<file path="config.mk">
export PLATFORM = sky130hd
export DESIGN_NAME = rtc_counter_registers
export DESIGN_NICKNAME = d
export VERILOG_FILES = /design/src/hdl/rtc_pkg.sv /design/src/hdl/rtc_counter_registers.sv
export VERILOG_INCLUDE_DIRS = /design/src /design/src/hdl
export SDC_FILE = /design/constraint.sdc
export NUM_CORES = 1
export LEC_CHECK = 0
export CORE_ASPECT_RATIO = 1.25
export CORE_MARGIN = 2
export CORE_UTILIZATION = 53
export DETAILED_ROUTE_END_ITERATION = 16
export DONT_BUFFER_PORTS = 1
export GPL_TIMING_DRIVEN = 0
export PLACE_DENSITY_LB_ADDON = 0.15
export SYNTH_ARGS = -nofsm -noshare
export SYNTH_HDL_FRONTEND = slang
export SYNTH_SLANG_ARGS = --single-unit
export TNS_END_PERCENT = 10
</file>
<file path="constraint.sdc">
create_clock -name clk -period 5.6 [get_ports clk]
set_clock_uncertainty 0.15 [all_clocks]
set_input_delay 0.28 -clock clk [delete_from_list [all_inputs] [get_ports clk]]
set_output_delay 0.28 -clock clk [all_outputs]
set_load 0.02 [all_outputs]
</file>
<file path="src/hdl/rtc_consts.svh">
// register offsets, field positions, reset values and timing counts of the real-time counter
`ifndef RTC_CONSTS_SVH
`define RTC_CONSTS_SVH

`define RTC_ADDR_W 4
`define RTC_OFF_CTRL 4'h0
`define RTC_OFF_STATUS 4'h1
`define RTC_OFF_EVEN 4'h2
`define RTC_OFF_FLAGS 4'h3
`define RTC_OFF_SHADOW 4'h4
`define RTC_OFF_HALT 4'h5
`define RTC_OFF_SRC 4'h7
`define RTC_OFF_CNT_LO 4'h8
`define RTC_OFF_CNT_HI 4'h9
`define RTC_OFF_TOP_LO 4'ha
`define RTC_OFF_TOP_HI 4'hb
`define RTC_OFF_CMP_LO 4'hc
`define RTC_OFF_CMP_HI 4'hd

`define RTC_CTRL_RUNSLEEP 7
`define RTC_CTRL_DIV_HI 6
`define RTC_CTRL_DIV_LO 3
`define RTC_CTRL_EN 0
`define RTC_CTRL_MASK 8'hf9

`define RTC_BIT_MATCH 1
`define RTC_BIT_WRAP 0
`define RTC_BIT_RUN_WHILE_HALTED 0

`define RTC_SYNC_CTRL 0
`define RTC_SYNC_CNT 1
`define RTC_SYNC_TOP 2
`define RTC_SYNC_CMP 3
`define RTC_SYNC_N 4

`define RTC_CTRL_RST 8'h00
`define RTC_CNT_RST 16'h0000
`define RTC_TOP_RST 16'hffff
`define RTC_CMP_RST 16'h0000
`define RTC_BYTE_RST 8'h00

`define RTC_SYNC_LAT 2'h2
`define RTC_PRESC_W 15

`endif

</file>
<file path="src/hdl/rtc_pkg.sv">
// types shared by the real-time counter
package rtc_pkg;
	typedef logic [7:0] rtc_byte_t;
	typedef logic [15:0] rtc_word_t;
	typedef enum logic [1:0] {
		RTC_SRC_LP_RC,
		RTC_SRC_LP_RC_1K,
		RTC_SRC_CRYSTAL,
		RTC_SRC_EXT_PIN
	} rtc_src_t;
endpackage

</file>
<file path="src/hdl/rtc_counter_registers.sv">
// real-time counter with byte-wide registers, shadowed 16-bit access and sync latency
//
// The plain strobed port was chosen for this implementation.
`timescale 1ns/1ps
`include "rtc_consts.svh"

// Operation
// - prescale timebase by two to the code
// - control write applies two timebase ticks later
// - bit 7 keeps counting in standby
// - bit 0 enables the counter
// - status bit 3 shows compare write pending
// - status bit 2 shows top write pending
// - status bit 1 shows count write pending
// - status bit 0 control pending, status read-only
// - enable bit 1 gates match request
// - enable bit 0 gates wrap request
// - count up, wrap to zero after top
// - match sets flag 1, write one clears
// - wrap sets flag 0, write one clears
// - shared shadow byte makes 16-bit access atomic
// - halted debug stops counter unless run bit
// - two-bit field selects the timebase source
// - low byte at base, high at plus one
// - count write applies two timebase ticks later
// - top resets to ones, two-tick latency
// - idle sleep never stops the counter
module rtc_counter_registers #(
	parameter int CNT_W = 16,
	parameter int PRESC_W = `RTC_PRESC_W
) (
	input wire logic clk,
	input wire logic rst_n,
	input wire logic [`RTC_ADDR_W-1:0] regAddr,
	input wire logic [7:0] regWrData,
	input wire logic regWr,
	input wire logic regRd,
	output logic [7:0] regRdData,
	input wire logic tickLpRc,
	input wire logic tickLpRc1k,
	input wire logic tickCrystal,
	input wire logic tickExtPin,
	input wire logic inIdle,
	input wire logic inStandby,
	input wire logic cpuHalted,
	output logic irqReq,
	output logic matchEvent,
	output logic wrapEvent
);
	rtc_pkg::rtc_byte_t ctrlSw_r;
	rtc_pkg::rtc_byte_t ctrlAct_r;
	rtc_pkg::rtc_byte_t shadow_r;
	rtc_pkg::rtc_byte_t rdData_r;
	rtc_pkg::rtc_word_t cntStage_r;
	rtc_pkg::rtc_word_t topSw_r;
	rtc_pkg::rtc_word_t topAct_r;
	rtc_pkg::rtc_word_t cmpSw_r;
	rtc_pkg::rtc_word_t cmpAct_r;
	rtc_pkg::rtc_src_t src_r;
	logic [CNT_W-1:0] count_r;
	logic [PRESC_W-1:0] presc_r;
	logic [1:0] evEnable_r;
	logic [1:0] flags_r;
	logic run_while_halted_r;
	logic irq_r;
	logic matchEv_r;
	logic wrapEv_r;
	logic tbTick;
	logic presTick;
	logic runOk;
	logic hitTop;
	logic hitCmp;
	logic [PRESC_W-1:0] divMask;
	logic [`RTC_SYNC_N-1:0] syncStart;
	logic [`RTC_SYNC_N-1:0] syncApply;
	logic [`RTC_SYNC_N-1:0] syncBusy;
	logic [3:0] divCode;

	wire wrCtrl = regWr && regAddr == `RTC_OFF_CTRL;
	wire wrCntHi = regWr && regAddr == `RTC_OFF_CNT_HI;
	wire wrTopHi = regWr && regAddr == `RTC_OFF_TOP_HI;
	wire wrCmpHi = regWr && regAddr == `RTC_OFF_CMP_HI;

	// source choice of the timebase tick
	always_comb begin
		unique case (src_r)
			rtc_pkg::RTC_SRC_LP_RC: tbTick = tickLpRc;
			rtc_pkg::RTC_SRC_LP_RC_1K: tbTick = tickLpRc1k;
			rtc_pkg::RTC_SRC_CRYSTAL: tbTick = tickCrystal;
			rtc_pkg::RTC_SRC_EXT_PIN: tbTick = tickExtPin;
		endcase
	end

	// mask of 2^code - 1 low bits; code 0 passes every tick
	assign divCode = ctrlAct_r[`RTC_CTRL_DIV_HI:`RTC_CTRL_DIV_LO];
	assign divMask = PRESC_W'((32'h1 << divCode) - 32'h1);
	assign presTick = tbTick && ((presc_r & divMask) == divMask);

	// idle never stops; standby needs the run bit; halt needs debug run
	assign runOk = ctrlAct_r[`RTC_CTRL_EN]
		&& !(inStandby && !inIdle && !ctrlAct_r[`RTC_CTRL_RUNSLEEP])
		&& !(cpuHalted && !run_while_halted_r);
	assign hitTop = presTick && runOk && count_r == CNT_W'(topAct_r);
	assign hitCmp = presTick && runOk && count_r == CNT_W'(cmpAct_r);

	always_ff @(posedge clk or negedge rst_n) begin
		if (!rst_n) begin
			presc_r <= '0;
		end else if (!ctrlAct_r[`RTC_CTRL_EN]) begin
			presc_r <= '0;
		end else if (tbTick && runOk) begin
			presc_r <= presc_r + PRESC_W'(1);
		end
	end

	// synchronisation latency, one countdown per shadowed register
	assign syncStart[`RTC_SYNC_CTRL] = wrCtrl;
	assign syncStart[`RTC_SYNC_CNT] = wrCntHi;
	assign syncStart[`RTC_SYNC_TOP] = wrTopHi;
	assign syncStart[`RTC_SYNC_CMP] = wrCmpHi;

	genvar gi;
	generate
		for (gi = 0; gi < `RTC_SYNC_N; gi++) begin : gSync
			logic [1:0] left_r;
			// a rewrite while busy restarts the wait rather than being lost
			always_ff @(posedge clk or negedge rst_n) begin
				if (!rst_n) begin
					left_r <= 2'h0;
				end else if (syncStart[gi]) begin
					left_r <= `RTC_SYNC_LAT;
				end else if (tbTick && left_r != 2'h0) begin
					left_r <= left_r - 2'h1;
				end
			end
			assign syncApply[gi] = !syncStart[gi] && tbTick && left_r == 2'h1;
			assign syncBusy[gi] = left_r != 2'h0;
		end
	endgenerate

	// counter: staged writes win over counting
	always_ff @(posedge clk or negedge rst_n) begin
		if (!rst_n) begin
			count_r <= CNT_W'(`RTC_CNT_RST);
		end else if (syncApply[`RTC_SYNC_CNT]) begin
			count_r <= CNT_W'(cntStage_r);
		end else if (hitTop) begin
			count_r <= '0;
		end else if (presTick && runOk) begin
			count_r <= count_r + CNT_W'(1);
		end
	end

	always_ff @(posedge clk or negedge rst_n) begin
		if (!rst_n) begin
			ctrlAct_r <= `RTC_CTRL_RST;
			topAct_r <= `RTC_TOP_RST;
			cmpAct_r <= `RTC_CMP_RST;
		end else begin
			if (syncApply[`RTC_SYNC_CTRL]) begin
				ctrlAct_r <= ctrlSw_r;
			end
			if (syncApply[`RTC_SYNC_TOP]) begin
				topAct_r <= topSw_r;
			end
			if (syncApply[`RTC_SYNC_CMP]) begin
				cmpAct_r <= cmpSw_r;
			end
		end
	end

	// software-side registers
	always_ff @(posedge clk or negedge rst_n) begin
		if (!rst_n) begin
			ctrlSw_r <= `RTC_CTRL_RST;
			evEnable_r <= 2'h0;
			run_while_halted_r <= 1'b0;
			src_r <= rtc_pkg::RTC_SRC_LP_RC;
			cntStage_r <= `RTC_CNT_RST;
			topSw_r <= `RTC_TOP_RST;
			cmpSw_r <= `RTC_CMP_RST;
		end else if (regWr) begin
			unique case (regAddr)
				`RTC_OFF_CTRL: ctrlSw_r <= regWrData & `RTC_CTRL_MASK;
				`RTC_OFF_EVEN: evEnable_r <= regWrData[1:0];
				`RTC_OFF_HALT: run_while_halted_r <= regWrData[`RTC_BIT_RUN_WHILE_HALTED];
				`RTC_OFF_SRC: src_r <= rtc_pkg::rtc_src_t'(regWrData[1:0]);
				`RTC_OFF_CNT_HI: cntStage_r <= {regWrData, shadow_r};
				`RTC_OFF_TOP_HI: topSw_r <= {regWrData, shadow_r};
				`RTC_OFF_CMP_HI: cmpSw_r <= {regWrData, shadow_r};
				default: begin
				end
			endcase
		end
	end

	// shadow byte: low-byte write parks data, low-byte read parks the high half
	always_ff @(posedge clk or negedge rst_n) begin
		if (!rst_n) begin
			shadow_r <= `RTC_BYTE_RST;
		end else if (regWr && (regAddr == `RTC_OFF_SHADOW || regAddr == `RTC_OFF_CNT_LO
				|| regAddr == `RTC_OFF_TOP_LO || regAddr == `RTC_OFF_CMP_LO)) begin
			shadow_r <= regWrData;
		end else if (regRd) begin
			unique case (regAddr)
				`RTC_OFF_CNT_LO: shadow_r <= 8'(count_r >> 8);
				`RTC_OFF_TOP_LO: shadow_r <= topSw_r[15:8];
				`RTC_OFF_CMP_LO: shadow_r <= cmpSw_r[15:8];
				default: begin
				end
			endcase
		end
	end

	// flags: a hardware set beats a same-cycle write-one clear
	always_ff @(posedge clk or negedge rst_n) begin
		if (!rst_n) begin
			flags_r <= 2'h0;
		end else begin
			flags_r[`RTC_BIT_MATCH] <= hitCmp
				|| (flags_r[`RTC_BIT_MATCH]
				&& !(regWr && regAddr == `RTC_OFF_FLAGS && regWrData[`RTC_BIT_MATCH]));
			flags_r[`RTC_BIT_WRAP] <= hitTop
				|| (flags_r[`RTC_BIT_WRAP]
				&& !(regWr && regAddr == `RTC_OFF_FLAGS && regWrData[`RTC_BIT_WRAP]));
		end
	end

	always_ff @(posedge clk or negedge rst_n) begin
		if (!rst_n) begin
			irq_r <= 1'b0;
			matchEv_r <= 1'b0;
			wrapEv_r <= 1'b0;
		end else begin
			irq_r <= |(flags_r & evEnable_r);
			matchEv_r <= hitCmp;
			wrapEv_r <= hitTop;
		end
	end

	// read data stand only in the cycle after the strobe; unmapped reads zero
	always_ff @(posedge clk or negedge rst_n) begin
		if (!rst_n) begin
			rdData_r <= `RTC_BYTE_RST;
		end else if (regRd) begin
			unique case (regAddr)
				`RTC_OFF_CTRL: rdData_r <= ctrlSw_r;
				`RTC_OFF_STATUS: rdData_r <= {4'h0, syncBusy};
				`RTC_OFF_EVEN: rdData_r <= {6'h00, evEnable_r};
				`RTC_OFF_FLAGS: rdData_r <= {6'h00, flags_r};
				`RTC_OFF_SHADOW: rdData_r <= shadow_r;
				`RTC_OFF_HALT: rdData_r <= {7'h00, run_while_halted_r};
				`RTC_OFF_SRC: rdData_r <= {6'h00, src_r};
				`RTC_OFF_CNT_LO: rdData_r <= count_r[7:0];
				`RTC_OFF_TOP_LO: rdData_r <= topSw_r[7:0];
				`RTC_OFF_CMP_LO: rdData_r <= cmpSw_r[7:0];
				`RTC_OFF_CNT_HI, `RTC_OFF_TOP_HI, `RTC_OFF_CMP_HI: rdData_r <= shadow_r;
				default: rdData_r <= 8'h00;
			endcase
		end else begin
			rdData_r <= 8'h00;
		end
	end

	assign regRdData = rdData_r;
	assign irqReq = irq_r;
	assign matchEvent = matchEv_r;
	assign wrapEvent = wrapEv_r;
endmodule

</file>
==> summary.txt, run 1 <==
Placed design
  – I/O Buffers: 0
  – Placed cell count: 886
  – RD Place Congestion: 0.9130
  – Area after DPL: 8170 um2
  – Post-detail-place hpwl: 14530 um

Min path
  – Hold Path Sink: regRdData[4]$_DFF_PN0_
  – HP Class: in2reg
  – Worst hold path stage count: 2
  – Hold Path Origin: regRd

Power and ir drop
  – Internal: 2.879 mW
  – Sequential Power Share: 43.1%
  – Leak: 3.817 nW
  – Clock share of power: 26.1%
  – Cell Pwr Density: 495.5 nW/um2
  – Gate power share: 30.8%
  – Switching pwr: 1.521 mW
  – VDD IR max: 0.2798 mV
  – Tot Pwr: 4.400 mW
  – Sw Ratio: 34.56%

Critical path
  – R2R Path Start: ctrlAct_r[6]$_DFFE_PN0P_
  – Worst r2r path cells: 11
  – Arr. time, crit path: 3.53 ns
  – Worst R2R Setup Slack: 2.24 ns
  – WS Path Type: reg2reg
  – CP Capture Type: flip-flop
  – Reg2reg end: count_r[7]$_DFFE_PN0P_
  – Nature of the critical path startpoint: flip-flop
  – Crit path max fanout: 10
  – Critical Path RT: 5.77 ns

Yosys
  – Syn Inst Count: 704
  – Largest cells by area after synthesis: dfrtp_1, mux2_2, dfstp_2
  – Yosys top cell by area: dfrtp_1
  – Mean area per synthesized cell: 11.28 um2
  – Yosys warns: 0
  – Post-synthesis sequential area ratio: 49.97%
  – Post-synth EDFFs: 0
  – Cell area after synthesis: 7943 um2
  – Post-synth top flop: dfrtp_1
  – FF+latch count, synth: 157
  – Post-synthesis cell type count: 62
  – Yosys top cell area share: 39.38%
  – Syn Nets: 738
  – Async set-reset flop share out of synthesis: 100.0%

Route
  – DRT Wirelength: 20100 um
  – Residual DRC count: 0
  – Drt first pass iters: 5
  – Average wire per standard cell: 21.63 um
  – Post-route ant nets: 0
  – DR vias/cell: 6.082
  – Vias: 5650
  – Initial DRC Count: 555

STA
  – Worst-Margin Slew: 1.186 ns
  – Worst slew margin: 20.26%
  – RSZ-0062 raised after global routing: false
  – Peak Freq: 297.4 MHz
  – Crit path time final: 3.362 ns
  – Final setup TNS: 0 ns
  – Final Hold Viols: 0
  – Crit share post-route: 60.04%
  – Slew Viols, Final: 0
  – Final setup viols: 0

Final layout
  – Inserted Diodes: 0
  – Area Overhead vs Synth: 11.80%
  – Final net count: 768
  – Finished Layout Cells: 929
  – Final instance area: 8880 um2
  – Share of cells above drive strength 1: 25.30%
  – Fin util: 59.89%

Clocking
  – Clock buffer depth: 2
  – Worst-path clk slew: 0.06 ns
  – Clock sink count: 157
  – Skew-Pair Late Insertion Delay: 0.44 ns
  – H-Tree Depth: 4
  – Num CTS Buffers: 17
  – Root buffer cell: clkbuf_16
  – TritonCTS clock tree: done

GRT
  – Total GRT Usage: 26.57%
  – Largest net degree at the start of global routing: 158
  – First-pass GRT wire length: 31890 um
  – GRT Residual Overflow: 0
  – Vias in the first global route: 5782
  – Initial antenna violation count: 0

Floorplanning
  – Core Rows: 50
  – CORE AREA: 14830 um2
  – I/O pin count: 34
  – Die H: 140.9 um
  – Die span in x: 113.5 um
  – Die area: 15990 um2
  – Initial core utilization: 53.57%

Status
  – Status: completed

Run
  – Max Cap Viol: 0
## Yosys cell counts, drive strengths merged, types with 5 or more instances
cell type / instances
o311ai: 5
dfrtp: 125
o21ai: 23
xnor2: 17
clkbuf: 29
nor4: 10
mux2: 109
nor2: 45
nand4: 8
inv: 16
nor2b: 5
a22o: 10
nand2: 43
nand3: 21
mux2i: 5
and3: 11
nand2b: 14
xor2: 34
nor3: 9
a22oi: 6
buf: 11
o211ai: 9
dfstp: 32
ha: 11
and2: 20
a21oi: 21
## critical path: stages, from the launching register on
cell,delay (ns)
dfrtp_1,0.43
nor3_1,0.34
nand2b_1,0.11
ha_1,0.29
or4_1,0.54
a31o_1,0.23
o2111ai_1,0.10
nor4_2,0.11
nand4_1,0.12
clkbuf_1,0.44
nor3b_1,0.11
a221o_1,0.27
## repair_timing
action	CTS	global route
gates resized for setup	0	0
endpoints found under the hold margin	202	0
endpoints found under the setup margin	0	0
hold buffers	10	0
setup buffers	0	0
## metal layers
layer	track usage (%)	vias to the layer above	wire length, um
li1	-	2589	-
met1	34.26	2856	8430
met2	44.44	174	10080
met3	5.675	31	1102
met4	9.371	0	486
met5	0	-	0
## state kept, by name (all words and copies together) (netlist names), 2 cells and up
signal and flops:
src_r 2, topSw_r 16, ctrlSw_r 6, cmpAct_r 16
gSync.left_r 8, evEnable_r 2, cmpSw_r 16, flags_r 2
presc_r 15, count_r 16, cntStage_r 16, ctrlAct_r 6
shadow_r 8, topAct_r 16, regRdData 8
## worst max-delay path by stage
stage	startpoint	end	slack, ns
floorplan	ctrlAct_r[6]$_DFFE_PN0P_	count_r[4]$_DFFE_PN0P_	2.67
global placement	ctrlAct_r[6]$_DFFE_PN0P_	count_r[4]$_DFFE_PN0P_	2.34
detailed placement	ctrlAct_r[6]$_DFFE_PN0P_	count_r[7]$_DFFE_PN0P_	2.27
CTS	ctrlAct_r[6]$_DFFE_PN0P_	count_r[7]$_DFFE_PN0P_	2.25
global route	ctrlAct_r[6]$_DFFE_PN0P_	count_r[5]$_DFFE_PN0P_	2.02
finish	ctrlAct_r[6]$_DFFE_PN0P_	count_r[7]$_DFFE_PN0P_	2.24
## cells by family after synthesis
group,share of synthesized area (%)
multiplexers,16.37
adder cells (fa/ha/maj),1.733
AO/OA/AOI/OAI,10.00
flip-flops,49.97
buffers and inverters,2.946
XOR/XNOR,5.624
AND/OR/NAND/NOR,13.36
## power groups by stage
| stage | logic (mW) | registers (mW) | clock network (mW) |
|---|---|---|---|
| 3_3_place_gp | 1.27 | 1.89 | 0 |
| 5_1_grt | 1.49 | 1.94 | 1.21 |
| 6_report | 1.35 | 1.90 | 1.15 |
| 4_1_cts | 1.35 | 1.89 | 1.16 |
| 3_5_place_dp | 1.31 | 1.91 | 0 |
| 2_1_floorplan | 1.04 | 1.78 | 0 |
## layout make-up
type / instances / area (um2)
Sequential cell: 157 / 3969
Multi-Input combinational cell: 491 / 3740
Timing Repair Buffer: 11 / 125.1
Clock inverter: 13 / 141.4
Inverter: 16 / 60.06
Tap cell: 182 / 227.7
Buffer: 40 / 173.9
Clock buffer: 19 / 442.9
Fill cell: 1221 / 5947
## stage by stage
step | setup slack, ns | hold slack, ns
after global routing | 2.019 | 0.07274
after detailed placement | 2.273 | -0.1609
final | 2.238 | 0.03538
after global placement | 2.339 | -0.1611
after floorplan | 2.673 | -0.1656
after CTS | 2.250 | 0.03390
## layout by cell type, fill, tap and decap left out, types with 17 or more instances in the layout
| cell type | instances |
|---|---|
| nand3_1 | 21 |
| xnor2_1 | 17 |
| xor2_1 | 34 |
| a21oi_1 | 21 |
| clkbuf_1 | 30 |
| dfstp_2 | 32 |
| and2_1 | 20 |
| nor2_1 | 44 |
| mux2_2 | 109 |
| o21ai_0 | 21 |
| dfrtp_1 | 125 |
| nand2_1 | 42 |
| clkbuf_16 | 17 |
Note: power is estimated with default switching activity, not from simulation.
==> inputs of run 2 (changes only) <==
==> constraint.sdc (replaced) <==
create_clock -name clk -period 3.3 [get_ports clk]
set_clock_uncertainty 0.15 [all_clocks]
set_input_delay 0.165 -clock clk [delete_from_list [all_inputs] [get_ports clk]]
set_output_delay 0.165 -clock clk [all_outputs]
set_load 0.02 [all_outputs]
==> summary.txt, run 2 (same netlist as run 1, synthesis figures left out) <==
Route
  – DR vias/cell: 6.093 (+0.18%)
  – Post-route ant nets: 0 (unchanged)
  – Initial DRC Count: 547 (-1.4%)
  – Average wire per standard cell: 21.64 um (about the same)
  – Vias: 5654 (+0.071%)
  – DRT Wirelength: 20080 um (about the same)
  – Drt first pass iters: 7 (+2)
  – Residual DRC count: 0 (unchanged)

Clocking
  – Setup repair bufs after CTS: 0 (unchanged)
  – Clock sink count: 157 (unchanged)
  – H-Tree Depth: 4 (unchanged)
  – TritonCTS clock tree: done
  – Worst-path clk slew: 0.06 ns (about the same)
  – Num CTS Buffers: 17 (unchanged)
  – Skew-Pair Late Insertion Delay: 0.44 ns (about the same)
  – Clock buffer depth: 2 (unchanged)
  – Root buffer cell: clkbuf_16
  – Hold_buf cts: 9 (-1)

Critical path
  – Nature of the critical path startpoint: flip-flop
  – WS Path Type: reg2reg
  – CP Capture Type: flip-flop
  – Crit-path max cell delay: 0.54 ns (about the same)
  – Critical Path RT: 3.47 ns (-2.30 ns)
  – Critical path's slowest cell: or4_1
  – Worst path top cell family by delay: simple AND/OR/NAND/NOR gates
  – Arr. time, crit path: 3.31 ns (-0.22 ns)
  – Worst R2R Setup Slack: 0.16 ns (-2.07 ns)
  – CP Cell Sequence: nor3_2 -> nand2b_1 -> ha_1 -> or4_1 -> a31o_1 -> o2111ai_1 -> nor4_4 -> nand4_1 -> clkbuf_2 -> nor3b_1 -> a221o_1
  – Crit path max fanout: 10 (unchanged)
  – Worst Path Buf+Inv: 1 (unchanged)

Final layout
  – Commonest non-fill, non-tap cell in the layout: dfrtp_1
  – Final net count: 767 (-0.13%)
  – Inserted Diodes: 0 (unchanged)
  – Area Overhead vs Synth: 11.69% (about the same)
  – Share of cells above drive strength 1: 25.60% (+0.30 points)
  – Most frequent cells in the layout: dfrtp_1, mux2_2, nor2_1, nand2_1, xor2_1

Power and ir drop
  – Tot Pwr: 7.447 mW (+69%)
  – Switching pwr: 2.559 mW (+68%)
  – Gate power share: 30.6% (-0.2 points)
  – Leak: 3.810 nW (-0.19%)
  – Clock share of power: 26.1% (about the same)
  – Sequential Power Share: 43.3% (+0.2 points)
  – Cell Pwr Density: 839.5 nW/um2 (+69%)
  – VDD IR max: 0.4752 mV (+70%)
  – Sw Ratio: 34.37% (-0.20 points)
  – Internal: 4.888 mW (+70%)

Placed design
  – Pre-CTS worst setup slack: -0.02685 ns (-2.300 ns)
  – Post-detail-place hpwl: 14530 um (unchanged)
  – I/O Buffers: 0 (unchanged)
  – RD Place Congestion: 0.9130 (unchanged)

Floorplanning
  – Die span in x: 113.5 um (unchanged)
  – I/O pin count: 34 (unchanged)
  – Initial core utilization: 53.57% (unchanged)
  – Die H: 140.9 um (unchanged)
  – Die area: 15990 um2 (unchanged)
  – Core Rows: 50 (unchanged)
  – CORE AREA: 14830 um2 (unchanged)

Run
  – Max Cap Viol: 0 (unchanged)

Min path
  – HP Class: in2async

STA
  – RSZ-0062 raised after global routing: false
  – Crit path time final: 3.137 ns (-0.2251 ns)
  – Slew Viols, Final: 0 (unchanged)
  – Crit share post-route: 95.06% (+35 points)
  – PnR worst setup slack: 0.1631 ns (-2.075 ns)
  – Min Hold Slack: -0.7263 ns (-0.7616 ns)
  – Final setup viols: 0 (unchanged)
  – Worst slew margin: 23.24% (+3.0 points)
  – Peak Freq: 318.8 MHz (+7.2%)
  – Worst-Margin Slew: 1.142 ns (-0.04435 ns)
  – Final Hold Viols: 157 (+157)
  – Final setup TNS: 0 ns (unchanged)

Status
  – Violated checks: hold timing
  – Status: finished with violations

GRT
  – First-pass GRT wire length: 31880 um (about the same)
  – Vias in the first global route: 5783 (+0.017%)
  – Initial antenna violation count: 0 (unchanged)
  – Largest net degree at the start of global routing: 158 (unchanged)
  – Total GRT Usage: 26.55% (about the same)
  – GRT Residual Overflow: 0 (unchanged)
-- run 2: what timing repair did --
action	4_1_cts	5_1_grt
resized for setup	2	2
pin swaps	0	1
endpoints found under the hold margin	208	157
endpoints found under the setup margin	9	13
-- run 2: worst paths after layout --
path,start,to,depth (start not counted)
max in group asynchronous,rst_n,topAct_r[1]$_DFFE_PN1P_,0
max,ctrlAct_r[6]$_DFFE_PN0P_,count_r[7]$_DFFE_PN0P_,11
min reg2reg,gSync[3].left_r[1]$_DFFE_PN0P_,gSync[3].left_r[1]$_DFFE_PN0P_,1
min,rst_n,presc_r[14]$_DFFE_PN0P_,0
max reg2reg,ctrlAct_r[6]$_DFFE_PN0P_,count_r[7]$_DFFE_PN0P_,11
min in group clk,regWr,evEnable_r[1]$_DFFE_PN0P_,3
-- run 2: power by group through the flow --
stage / clock network, mW / registers [mW] / logic, mW
after floorplan: 0 / 3.01 / 1.76
after global placement: 0 / 3.21 / 2.16
after detailed placement: 0 / 3.24 / 2.22
after CTS: 1.97 / 3.21 / 2.26
after global routing: 2.05 / 3.29 / 2.51
final: 1.95 / 3.23 / 2.28
-- run 2: stage by stage --
| step | utilization, % | cell area [um2] | hold WS [ns] | cells |
|---|---|---|---|---|
| after floorplan | - | 7943 | -0.2806 | 704 |
| after global placement | 55.11 | 8170 | -0.2761 | 886 |
| after detailed placement | 55.11 | 8170 | -0.2759 | 886 |
| after CTS | 59.69 | 8850 | -0.7337 | 927 |
| after global routing | 59.83 | 8871 | -0.7399 | 928 |
| final | 59.83 | 8871 | -0.7263 | 928 |
-- run 2: per-layer routing --
| metal | track usage [%] | up-vias | wire length (um) |
|---|---|---|---|
| li1 | - | 2583 | - |
| met5 | 0 | - | 0 |
| met4 | 9.371 | 0 | 517 |
| met1 | 34.29 | 2892 | 8504 |
| met3 | 5.675 | 33 | 953 |
| met2 | 44.34 | 146 | 10110 |
-- run 2: layout make-up --
| class | count | area [um2] |
|---|---|---|
| plain buffers | 40 | 175.2 |
| clock buffers | 19 | 442.9 |
| clock inverters | 13 | 141.4 |
| fillers | 1225 | 5956 |
| inverters | 16 | 60.06 |
| multi-input cells | 491 | 3757 |
| flip-flops and latches | 157 | 3969 |
| well taps | 182 | 227.7 |
| repair buffers | 10 | 97.59 |
-- run 2: worst reg2reg max path, cell delays in order, from the launching register on --
cell,delay (ns)
dfrtp_1,0.44
nor3_2,0.26
nand2b_1,0.09
ha_1,0.28
or4_1,0.54
a31o_1,0.24
o2111ai_1,0.15
nor4_4,0.10
nand4_1,0.13
clkbuf_2,0.27
nor3b_1,0.09
a221o_1,0.27
